`config.mk`:
```
export PLATFORM = sky130hd
export DESIGN_NAME = dct_timer
export DESIGN_NICKNAME = d
export VERILOG_FILES = /design/src/hw/dct_pkg.sv /design/src/hw/dct_prescale.sv /design/src/hw/dct_sync.sv /design/src/hw/dct_timer.sv
export SDC_FILE = /design/constraint.sdc
export NUM_CORES = 1
export LEC_CHECK = 0
export ABC_CLOCK_PERIOD_IN_PS = 2740
export BUFFER_PORTS_ARGS = -buffer_cell sky130_fd_sc_hd__buf_4
export CAP_MARGIN = 20
export CORE_MARGIN = 4
export CORE_UTILIZATION = 53
export CTS_CLUSTER_DIAMETER = 30
export DETAILED_ROUTE_END_ITERATION = 10
export PLACE_DENSITY_LB_ADDON = 0.08
export SYNTH_ARGS = -nofsm -noshare
export SYNTH_HDL_FRONTEND = slang
export SYNTH_SLANG_ARGS = --single-unit
```
`constraint.sdc`:
```
create_clock -name clk -period 2.74 [get_ports clk]
set_input_delay 0.274 -clock clk [delete_from_list [all_inputs] [get_ports clk]]
set_output_delay 0.274 -clock clk [all_outputs]
set_load 0.1 [all_outputs]
```
`src/hw/dct_pkg.sv`:
```
/*
 Constants, control layout and edge modes for the dual counter/timer block.
 Assumes an 8-bit expanded register bank with a 4-bit register index.
*/
package dct_pkg;

   localparam logic [3:0] DCT_OFS_BYTE_CTRL   = 4'h0;
   localparam logic [3:0] DCT_OFS_WORD_CTRL   = 4'h2;
   localparam logic [3:0] DCT_OFS_BYTE_INIT   = 4'h4;
   localparam logic [3:0] DCT_OFS_WORD_HOLD_L = 4'h6;
   localparam logic [3:0] DCT_OFS_WORD_HOLD_H = 4'h7;
   localparam logic [3:0] DCT_OFS_WORD_CAP_L  = 4'h8;
   localparam logic [3:0] DCT_OFS_WORD_CAP_H  = 4'h9;
   localparam logic [3:0] DCT_OFS_BYTE_CAP_L  = 4'hA;
   localparam logic [3:0] DCT_OFS_BYTE_CAP_H  = 4'hB;

   localparam int DCT_BIT_RUN     = 7;
   localparam int DCT_BIT_SINGLE  = 6;
   localparam int DCT_BIT_TIMEOUT = 5;

   localparam logic [7:0]  DCT_CTRL_RST   = 8'h00;
   localparam logic [7:0]  DCT_DATA_RST   = 8'h00;
   localparam logic [7:0]  DCT_BYTE_FULL  = 8'hFF;
   localparam logic [15:0] DCT_WORD_FULL  = 16'hFFFF;
   localparam logic [2:0]  DCT_PRE_RST    = 3'h0;

   typedef struct packed {
      logic       run;
      logic       single;
      logic       timeout;
      logic [1:0] prescale;
      logic       cap_mask;
      logic       tmo_mask;
      logic       pin_route;
   } dct_ctrl_s;

   typedef enum logic [1:0] {
      DCT_EDGE_FALL = 2'b00,
      DCT_EDGE_RISE = 2'b01,
      DCT_EDGE_BOTH = 2'b10,
      DCT_EDGE_NONE = 2'b11
   } dct_edge_e;

endpackage

```
`src/hw/dct_prescale.sv`:
```
/*
 Free-running divider giving a count tick at clk, clk/2, clk/4 or clk/8.
 Assumes the divider is never reset by enabling a timer.
*/
`timescale 1ns/1ps
`default_nettype none
module dct_prescale
   import dct_pkg::*;
(
   input  wire logic       clk,      // System clock
   input  wire logic       resetn,   // Async reset, active low
   input  wire logic [1:0] sel,      // Division select
   output logic            tick      // One-cycle count pulse
);
   logic [2:0] cnt;
   logic [2:0] next_cnt;
   logic [2:0] mask;

   always_comb
   begin
      next_cnt = cnt + 3'h1;
      mask     = 3'((4'h1 << sel) - 4'h1);
      tick     = ((cnt & mask) == mask);
   end

   always_ff @(posedge clk or negedge resetn)
   begin
      if (!resetn)
         cnt <= DCT_PRE_RST;
      else
         cnt <= next_cnt;
   end
endmodule
`default_nettype wire

```
`src/hw/dct_sync.sv`:
```
/*
 Two-flop synchroniser for one asynchronous level.
 Assumes the input is a pin outside the clk domain.
*/
`timescale 1ns/1ps
`default_nettype none
module dct_sync
   import dct_pkg::*;
(
   input  wire logic clk,      // System clock
   input  wire logic resetn,   // Async reset, active low
   input  wire logic d,        // Asynchronous level
   output logic      q         // Synchronised level
);
   logic meta;

   always_ff @(posedge clk or negedge resetn)
   begin
      if (!resetn)
      begin
         meta <= 1'b0;
         q    <= 1'b0;
      end
      else
      begin
         meta <= d;
         q    <= meta;
      end
   end
endmodule
`default_nettype wire

```
`src/hw/dct_timer.sv`:
```
/*
 Byte and word down-counters with capture registers, timeout flags,
 single-pass/modulo-N control, demodulation capture and ping-pong chaining.
 Assumes a synchronous 8-bit register port in the clk domain; the
 demodulator input is an asynchronous pin.
*/
`timescale 1ns/1ps
`default_nettype none
module dct_timer
   import dct_pkg::*;
(
   input  wire logic       clk,             // System clock
   input  wire logic       resetn,          // Async reset, active low
   input  wire logic [3:0] reg_addr,        // Register index
   input  wire logic       reg_wr,          // Write strobe
   input  wire logic       reg_rd,          // Read strobe
   input  wire logic [7:0] reg_wdata,       // Write data
   output logic      [7:0] reg_rdata,       // Read data, one cycle later
   input  wire logic       demod_mode,      // 1 demodulation, 0 transmit
   input  wire logic       ping_pong,       // Ping-pong chaining select
   input  wire logic [1:0] edge_sel,        // Demodulator edge select
   input  wire logic       demod_in,        // Demodulator pin
   input  wire logic       rise_clr,        // Clears rising-edge flag
   input  wire logic       fall_clr,        // Clears falling-edge flag
   output logic            rise_flag,       // Rising edge detected
   output logic            fall_flag,       // Falling edge detected
   output logic            byte_tmo_irq,    // Byte timeout interrupt pulse
   output logic            word_tmo_irq,    // Word timeout interrupt pulse
   output logic            byte_cap_irq,    // Byte capture interrupt pulse
   output logic            word_cap_irq,    // Word capture interrupt pulse
   output logic            byte_timer_out,  // Byte timer toggle output
   output logic            word_timer_out,  // Word timer toggle output
   output logic            byte_timer_pin_route, // Byte output to pin
   output logic            word_timer_pin_route  // Word output to pin
);
   dct_ctrl_s   bctl, next_bctl, wctl, next_wctl;
   logic [7:0]  binit, next_binit, whold_l, next_whold_l;
   logic [7:0]  whold_h, next_whold_h;
   logic [7:0]  bcap_hi, next_bcap_hi, bcap_lo, next_bcap_lo;
   logic [7:0]  wcap_hi, next_wcap_hi, wcap_lo, next_wcap_lo;
   logic [7:0]  bcnt, next_bcnt;
   logic [15:0] wcnt, next_wcnt;
   logic        rise, next_rise, fall, next_fall, din_d, next_din_d;
   logic        bout, next_bout, wout, next_wout;
   logic        b_tmo_p, w_tmo_p, b_cap_p, w_cap_p;
   logic [7:0]  next_rdata;
   logic        din_s, btick, wtick, wr_b, wr_w;
   logic        pos_e, neg_e, b_edge, w_edge, b_term, w_term;
   logic        b_start, w_start;
   dct_edge_e   esel;

   dct_sync u_sync (
      .clk    (clk),
      .resetn (resetn),
      .d      (demod_in),
      .q      (din_s)
   );

   dct_prescale u_bpre (
      .clk    (clk),
      .resetn (resetn),
      .sel    (bctl.prescale),
      .tick   (btick)
   );

   dct_prescale u_wpre (
      .clk    (clk),
      .resetn (resetn),
      .sel    (wctl.prescale),
      .tick   (wtick)
   );

   always_comb
   begin
      esel  = dct_edge_e'(edge_sel);
      wr_b  = reg_wr && (reg_addr == DCT_OFS_BYTE_CTRL);
      wr_w  = reg_wr && (reg_addr == DCT_OFS_WORD_CTRL);
      pos_e = din_s && !din_d && demod_mode &&
              (esel == DCT_EDGE_RISE || esel == DCT_EDGE_BOTH);
      neg_e = !din_s && din_d && demod_mode &&
              (esel == DCT_EDGE_FALL || esel == DCT_EDGE_BOTH);
      b_edge = bctl.run && (pos_e || neg_e);
      w_edge = wctl.run && !wctl.single && (pos_e || neg_e);
      b_term = bctl.run && btick && (bcnt == 8'h00);
      w_term = wctl.run && wtick && (wcnt == 16'h0000);
      next_bctl    = bctl;
      next_wctl    = wctl;
      next_binit   = binit;
      next_whold_l = whold_l;
      next_whold_h = whold_h;
      next_bcap_hi = bcap_hi;
      next_bcap_lo = bcap_lo;
      next_wcap_hi = wcap_hi;
      next_wcap_lo = wcap_lo;
      next_bcnt    = bcnt;
      next_wcnt    = wcnt;
      next_din_d   = din_s;
      next_bout    = bout;
      next_wout    = wout;
      next_rise    = rise && !rise_clr;
      next_fall    = fall && !fall_clr;
      b_tmo_p      = 1'b0;
      w_tmo_p      = 1'b0;
      b_cap_p      = 1'b0;
      w_cap_p      = 1'b0;
      // Capture registers are not writable
      if (reg_wr)
      begin
         unique case (reg_addr)
            DCT_OFS_BYTE_INIT:   next_binit   = reg_wdata;
            DCT_OFS_WORD_HOLD_L: next_whold_l = reg_wdata;
            DCT_OFS_WORD_HOLD_H: next_whold_h = reg_wdata;
            default:             ;
         endcase
      end
      if (wr_b)
      begin
         next_bctl = dct_ctrl_s'(reg_wdata);
         next_bctl.timeout = bctl.timeout && !reg_wdata[DCT_BIT_TIMEOUT];
      end
      if (wr_w)
      begin
         next_wctl = dct_ctrl_s'(reg_wdata);
         next_wctl.timeout = wctl.timeout && !reg_wdata[DCT_BIT_TIMEOUT];
      end
      // Byte counting
      if (b_edge)
      begin
         if (pos_e)
            next_bcap_lo = bcnt;
         else
            next_bcap_hi = bcnt;
         next_bcnt = DCT_BYTE_FULL;
         b_cap_p   = bctl.cap_mask;
      end
      else if (b_term)
      begin
         next_bctl.timeout = 1'b1;
         b_tmo_p = bctl.tmo_mask;
         if (demod_mode)
            next_bcnt = DCT_BYTE_FULL;
         else
         begin
            next_bout = !bout;
            next_bcnt = binit;
            if (bctl.single && !wr_b)
               next_bctl.run = 1'b0;
         end
      end
      else if (bctl.run && btick)
         next_bcnt = bcnt - 8'h01;
      // Word counting
      if (w_edge)
      begin
         next_wcap_hi = wcnt[15:8];
         next_wcap_lo = wcnt[7:0];
         next_wcnt    = DCT_WORD_FULL;
         w_cap_p      = wctl.cap_mask;
      end
      else if (w_term)
      begin
         next_wctl.timeout = 1'b1;
         w_tmo_p = wctl.tmo_mask;
         if (demod_mode)
            next_wcnt = DCT_WORD_FULL;
         else
         begin
            next_wout = !wout;
            next_wcnt = {whold_h, whold_l};
            if (wctl.single && !wr_w)
               next_wctl.run = 1'b0;
         end
      end
      else if (wctl.run && wtick)
         next_wcnt = wcnt - 16'h0001;
      if (pos_e && (b_edge || w_edge))
         next_rise = 1'b1;
      if (neg_e && (b_edge || w_edge))
         next_fall = 1'b1;
      // Ping-pong: a single-pass finish starts the partner
      if (ping_pong && !demod_mode && b_term && bctl.single)
         next_wctl.run = 1'b1;
      if (ping_pong && !demod_mode && w_term && wctl.single)
         next_bctl.run = 1'b1;
      b_start = next_bctl.run && !bctl.run;
      w_start = next_wctl.run && !wctl.run;
      if (b_start)
         next_bcnt = next_binit;
      if (w_start)
         next_wcnt = {next_whold_h, next_whold_l};
      next_rdata = 8'h00;
      if (reg_rd)
      begin
         unique case (reg_addr)
            DCT_OFS_BYTE_CTRL:   next_rdata = bctl;
            DCT_OFS_WORD_CTRL:   next_rdata = wctl;
            DCT_OFS_BYTE_INIT:   next_rdata = binit;
            DCT_OFS_WORD_HOLD_L: next_rdata = whold_l;
            DCT_OFS_WORD_HOLD_H: next_rdata = whold_h;
            DCT_OFS_WORD_CAP_L:  next_rdata = wcap_lo;
            DCT_OFS_WORD_CAP_H:  next_rdata = wcap_hi;
            DCT_OFS_BYTE_CAP_L:  next_rdata = bcap_lo;
            DCT_OFS_BYTE_CAP_H:  next_rdata = bcap_hi;
            default:             next_rdata = 8'h00;
         endcase
      end
   end

   always_ff @(posedge clk or negedge resetn)
   begin
      if (!resetn)
      begin
         bctl         <= dct_ctrl_s'(DCT_CTRL_RST);
         wctl         <= dct_ctrl_s'(DCT_CTRL_RST);
         binit        <= DCT_DATA_RST;
         whold_l      <= DCT_DATA_RST;
         whold_h      <= DCT_DATA_RST;
         bcap_hi      <= DCT_DATA_RST;
         bcap_lo      <= DCT_DATA_RST;
         wcap_hi      <= DCT_DATA_RST;
         wcap_lo      <= DCT_DATA_RST;
         bcnt         <= DCT_DATA_RST;
         wcnt         <= 16'h0000;
         rise         <= 1'b0;
         fall         <= 1'b0;
         din_d        <= 1'b0;
         bout         <= 1'b0;
         wout         <= 1'b0;
         reg_rdata    <= DCT_DATA_RST;
         byte_tmo_irq <= 1'b0;
         word_tmo_irq <= 1'b0;
         byte_cap_irq <= 1'b0;
         word_cap_irq <= 1'b0;
      end
      else
      begin
         bctl         <= next_bctl;
         wctl         <= next_wctl;
         binit        <= next_binit;
         whold_l      <= next_whold_l;
         whold_h      <= next_whold_h;
         bcap_hi      <= next_bcap_hi;
         bcap_lo      <= next_bcap_lo;
         wcap_hi      <= next_wcap_hi;
         wcap_lo      <= next_wcap_lo;
         bcnt         <= next_bcnt;
         wcnt         <= next_wcnt;
         rise         <= next_rise;
         fall         <= next_fall;
         din_d        <= next_din_d;
         bout         <= next_bout;
         wout         <= next_wout;
         reg_rdata    <= next_rdata;
         byte_tmo_irq <= b_tmo_p;
         word_tmo_irq <= w_tmo_p;
         byte_cap_irq <= b_cap_p;
         word_cap_irq <= w_cap_p;
      end
   end

   always_comb
   begin
      rise_flag            = rise;
      fall_flag            = fall;
      byte_timer_out       = bout;
      word_timer_out       = wout;
      byte_timer_pin_route = bctl.pin_route;
      word_timer_pin_route = wctl.pin_route;
   end
endmodule
`default_nettype wire

```
Yosys cells after proc, flatten, opt, wreduce, memory -nomap -nowiden
Cells that the tools add are included.
{"block": "word_totals", "register_bits": 121, "output_inout_bits": 18}
{"block": "classes", "add_sub_neg": 6, "eq_ne": 12, "shift": 2, "n_mux": 42, "bitwise_logic": 6, "n_reduce_logical": 57}
{"operator": "two-way mux 8 bit", "n": 14}
{"operator": "two-way mux 16 bit", "n": 5}
{"operator": "one-hot mux 8 bit (9 select lines)", "n": 1}
{"operator": "logical AND 1 bit", "n": 30}
{"operator": "two-way mux 1 bit", "n": 22}
{"operator": "equality test 4 bit (second input constant)", "n": 4}
{"operator": "logical NOT 16 bit", "n": 1}
{"operator": "subtractor 16 x 1 -> 16 bit (second input constant)", "n": 1}
{"operator": "logical NOT 1 bit", "n": 13}
{"operator": "equality test 4 x 3 -> 1 bit (second input constant)", "n": 3}
{"operator": "logical NOT 8 bit", "n": 1}
{"operator": "nonzero test 4 bit", "n": 2}
{"operator": "subtractor 8 x 1 -> 8 bit (second input constant)", "n": 1}
{"operator": "adder 3 x 1 -> 3 bit (second input constant)", "n": 2}
{"operator": "AND 3 bit", "n": 2}
{"operator": "equality test 3 bit", "n": 2}
{"operator": "AND reduction 3 bit", "n": 2}
{"operator": "left shift 1 x 2 -> 3 bit (first input constant)", "n": 2}
{"operator": "subtractor 3 x 1 -> 3 bit (second input constant)", "n": 2}
{"operator": "equality test 4 x 2 -> 1 bit (second input constant)", "n": 1}
{"operator": "logical NOT 4 bit", "n": 1}
{"operator": "logical OR 1 bit", "n": 4}
{"operator": "inverter 1 bit", "n": 4}
{"operator": "AND reduction 2 bit", "n": 2}
{"operator": "other kinds (3)", "n": 3}

Longest topological paths before layout
{"block": "depth", "depth_word": 11, "mapped_depth": 9, "mapped_depth_nobuf": 8}

Modules after synthesis
Synthesis repeated with hierarchy kept, for this count alone.
{"block": "hier_totals", "hier_cells": 607, "area_unflattened_um2": 6447.4}
{"module": "dct_timer", "instances": 1, "cells_each": 585, "area_each_um2": 6129.6}
{"module": "dct_prescale", "instances": 2, "cells_each": 10, "area_each_um2": 133.9}
{"module": "dct_sync", "instances": 1, "cells_each": 2, "area_each_um2": 50.0}

Worst setup path after synthesis
OpenSTA, ideal clock, no wires.
{"block": "synth_timing", "path_type": "register -> register", "from": "register wcnt[0]", "to": "register wcnt[14]", "t_arrival_ps": 2435, "t_required_ps": 2614, "path_slack_ps": 179, "path_stages_with_launch": 9, "path_cell_list": "dfrtp_1 > inv_1 > ha_1 > or4b_2 > nor4_1 > nand2b_1 > xnor2_1 > o32a_1 > a221o_1"}
{"block": "synth_via", "elab_chain_cells": 7, "word_cells_on_any_way": 12, "cone_classes": "add/sub: 1; mux: 7; reduce/logical: 4"}
{"element": "start, declared", "line": "dct_timer.sv:42", "text": "logic [15:0] wcnt, next_wcnt;"}
{"element": "start signal, assigned", "line": "dct_timer.sv:247", "text": "wcnt <= next_wcnt;"}
{"element": "parallel branches: the longest is 7 deep, another holds subtractor 16 x 1 -> 16 bit"}
Several ways; the timed one is not identified. The select of a mux whose other input is x is not followed.
A chain may end at the register's enable or synchronous reset.

Final worst setup path
{"block": "layout_timing", "from": "register wcnt[1]", "to": "register wcnt[14]"}
Same word-level chain as after synthesis.

==> metrics.csv <==
metric,value,unit
post-synth top area cell,dfrtp_1,
max_cap viols,0,
RSZ-0062 raised after global routing,no,
final period utilization,92.8,%
Antenna Cells,0,
Initial Utilization,54.1,%
register area share after synthesis,49.0,%
Rows,39,
max-slew violations,0,
initial antenna violation count,0,
share of cells above drive strength 1,23.4,%
Syn Nets,648,
Ys Warns,0,
vias in the first global route,5074,
Place WS,0.134,ns
Num CTS Buffers,17,
Slew headroom,52.2,%
HP Class,primary input to flop,
clk_lat worst skew,0.41,ns
Synth Instances,617,
CP arrival,2.84,ns
drt total wl,18400,um
largest cells by area after synthesis,"dfrtp_1, mux2_2, nand2_1",
"Hold Vio Cnt, Final",0,
fin nets,711,
CTS tree,done,
crit path capture type,flop,
Max Clock Skew,0.00569,ns
overall power,6.68,mW
number of H-tree levels,4,
Die Wd,116,um
Yosys top cell area share,49.0,%
Final Setup Violations,0,
fraction of registers with async set/reset,100,%
Clock Tree Root,clkbuf_16,
post-DR wirelength/cell,22.0,um
Port Buffers,40,
total placed cells including tap cells,802,
total number of vias,5248,
largest net degree at the start of global routing,58,
vias per cell,6.29,
Critical Path RT,3.04,ns
Final WS setup,0.196,ns
Tot GR Track Use,29.2,%
top-level port count,41,
Tmin final,2.54,ns
clk buf depth,2,
status,"finished, final reports clean",
Max IR drop VDD,0.000673,V
Power per Cell Area,905,nW/um^2
Area growth syn-to-layout,19.6,%
slew at the pin closest to its max-slew limit,0.715,ns
WS Path Type,flop to flop,
Syn Area/Cell,10.0,sq um
Setup TNS,0,ns
"Distinct cells, synth",67,
post-synthesis cell area,6170,sq um
#FFs+latches synth,121,
global-route wire length before repair,29200,um
Post-synth EDFFs,0,
Post-DP HPWL,13600,um
gpl congestion,0.919,
CTS Sinks,121,
CP startpoint kind,flop,
postcts setup bufs,0,
# DRC,0,
worst-path fanout max,4,
die area,13400,sq um
final cell count without fillers,835,
Post-DRT Antenna Nets,0,
Main synth FF type,dfrtp_1,
drt pass-1 iters,7,
Final Util,64.7,%
Core Region,11400,sq um
leakage power,3.34,nW
Max Clk Rate,0.393,GHz
Die Y,116,um
grt ovf,0,
"Reg clk slew, reported paths",0.05,ns
DR iter-0 viols,508,
Layout fillers,968,
area by class of cell:
type                    instances  area, sq um  area share, %
repair buffers                 72          558           7.56
flip-flops and latches        121         3030           41.0
inverters                      22         82.6           1.12
multi-input cells             446         2970           40.2
clock inverters                 9         97.6           1.32
clock buffers                  22          474           6.42
well taps                     143          179           2.42
worst max-delay path, cell delays in order, from the launching register on:
cell	delay [ns]
dfrtp_1	0.41
inv_1	0.11
ha_1	0.16
or4b_2	0.68
nor4_2	0.22
nand2b_1	0.11
xnor2_1	0.13
o32a_1	0.28
a221o_1	0.34
registers in the layout, summed over array words and instances (netlist names), 3 cells and up:
name,flops
bctl,7
wcap_hi,8
bcap_hi,8
u_bpre.cnt,3
reg_rdata,8
wcap_lo,8
u_wpre.cnt,3
wcnt,16
whold_h,8
wctl,7
whold_l,8
bcap_lo,8
bcnt,8
binit,8
power by group:
| group | switching, mW | internal (mW) | total [mW] |
|---|---|---|---|
| Combinational | 0.947 | 0.749 | 1.70 |
| Sequential | 0.549 | 2.29 | 2.84 |
| Clock | 0.758 | 1.39 | 2.15 |
| Total | 2.25 | 4.43 | 6.68 |
layer usage:
layer | global-route usage, % | up-vias | part of all wire, %
met2 | 43.1 | 245 | 46
li1 | - | 2381 | -
met1 | 42.5 | 2596 | 45
met5 | 0 | - | 0
met4 | 8.04 | 0 | 1.5
met3 | 8.04 | 26 | 8.1
path summary, 6_finish.rpt:
kind,startpoint,end,slack [ns],cells after the start
min in group asynchronous,resetn,wcap_hi[0]$_DFFE_PN0P_,0.35,2
hold reg to reg,u_sync.meta$_DFF_PN0_,u_sync.q$_DFF_PN0_,0.35,0
hold / removal,rise_clr,rise_flag$_DFF_PN0_,0.04,2
max in group asynchronous,resetn,bcap_hi[1]$_DFFE_PN0P_,1.59,3
setup reg to reg,wcnt[1]$_DFFE_PN0P_,wcnt[14]$_DFFE_PN0P_,0.20,8
setup / recovery,wcnt[1]$_DFFE_PN0P_,wcnt[14]$_DFFE_PN0P_,0.20,8
logic make-up (layout without fill, tap and decap cells):
| group | Yosys count | in the layout | share of synthesized area [%] |
|---|---|---|---|
| buffers and inverters | 50 | 125 | 3.08 |
| adder cells (fa/ha/maj) | 8 | 8 | 1.62 |
| XOR/XNOR | 16 | 16 | 2.27 |
| multiplexers | 62 | 62 | 11.0 |
| AO/OA/AOI/OAI | 138 | 138 | 15.3 |
| AND/OR/NAND/NOR | 222 | 222 | 17.6 |
| flip-flops | 121 | 121 | 49.0 |
cell usage in the layout, fill, tap and decap left out, drive strengths merged, types with 6 or more instances in the layout:
master  netlist  final
o21ai        27     27
a21oi        29     29
clkinv        2      8
xnor2         9      9
nor2         56     56
xor2          7      7
nand3        17     17
nand2        72     72
clkbuf       23     22
a211oi        8      8
nor3         18     18
mux2         49     49
o22ai        15     15
nand4         9      9
buf           5     70
inv          20     20
nand2b       10     10
dfrtp       121    121
mux2i        13     13
ha            8      8
or3           6      6
metrics by stage:
stage / hold WS [ns] / cell area, sq um
global route: 0.0261 / 7390
CTS: 0.0211 / 7380
global placement: 0.239 / 6790
floorplan: -0.0216 / 6170
detailed placement: 0.243 / 6790
finish: 0.0399 / 7390
synth_stat cells, drive strengths merged (6+ instances only):
library cell and n:
mux2i 13, a211oi 8, nand4 9, xnor2 9, nand2 72, mux2 49
o22ai 15, xor2 7, dfrtp 121, nand3 17, o21ai 27, nor2 56
ha 8, nand2b 10, or3 6, a21oi 29, nor3 18, clkbuf 23
inv 20
repair_timing:
| action | in CTS | in global routing |
|---|---|---|
| endpoints found under the setup margin | 0 | 1 |
| resized for setup | 0 | 1 |
| hold buffers | 2 | 0 |
| endpoints found under the hold margin | 31 | 0 |
Power figures use the tool's default switching activity.
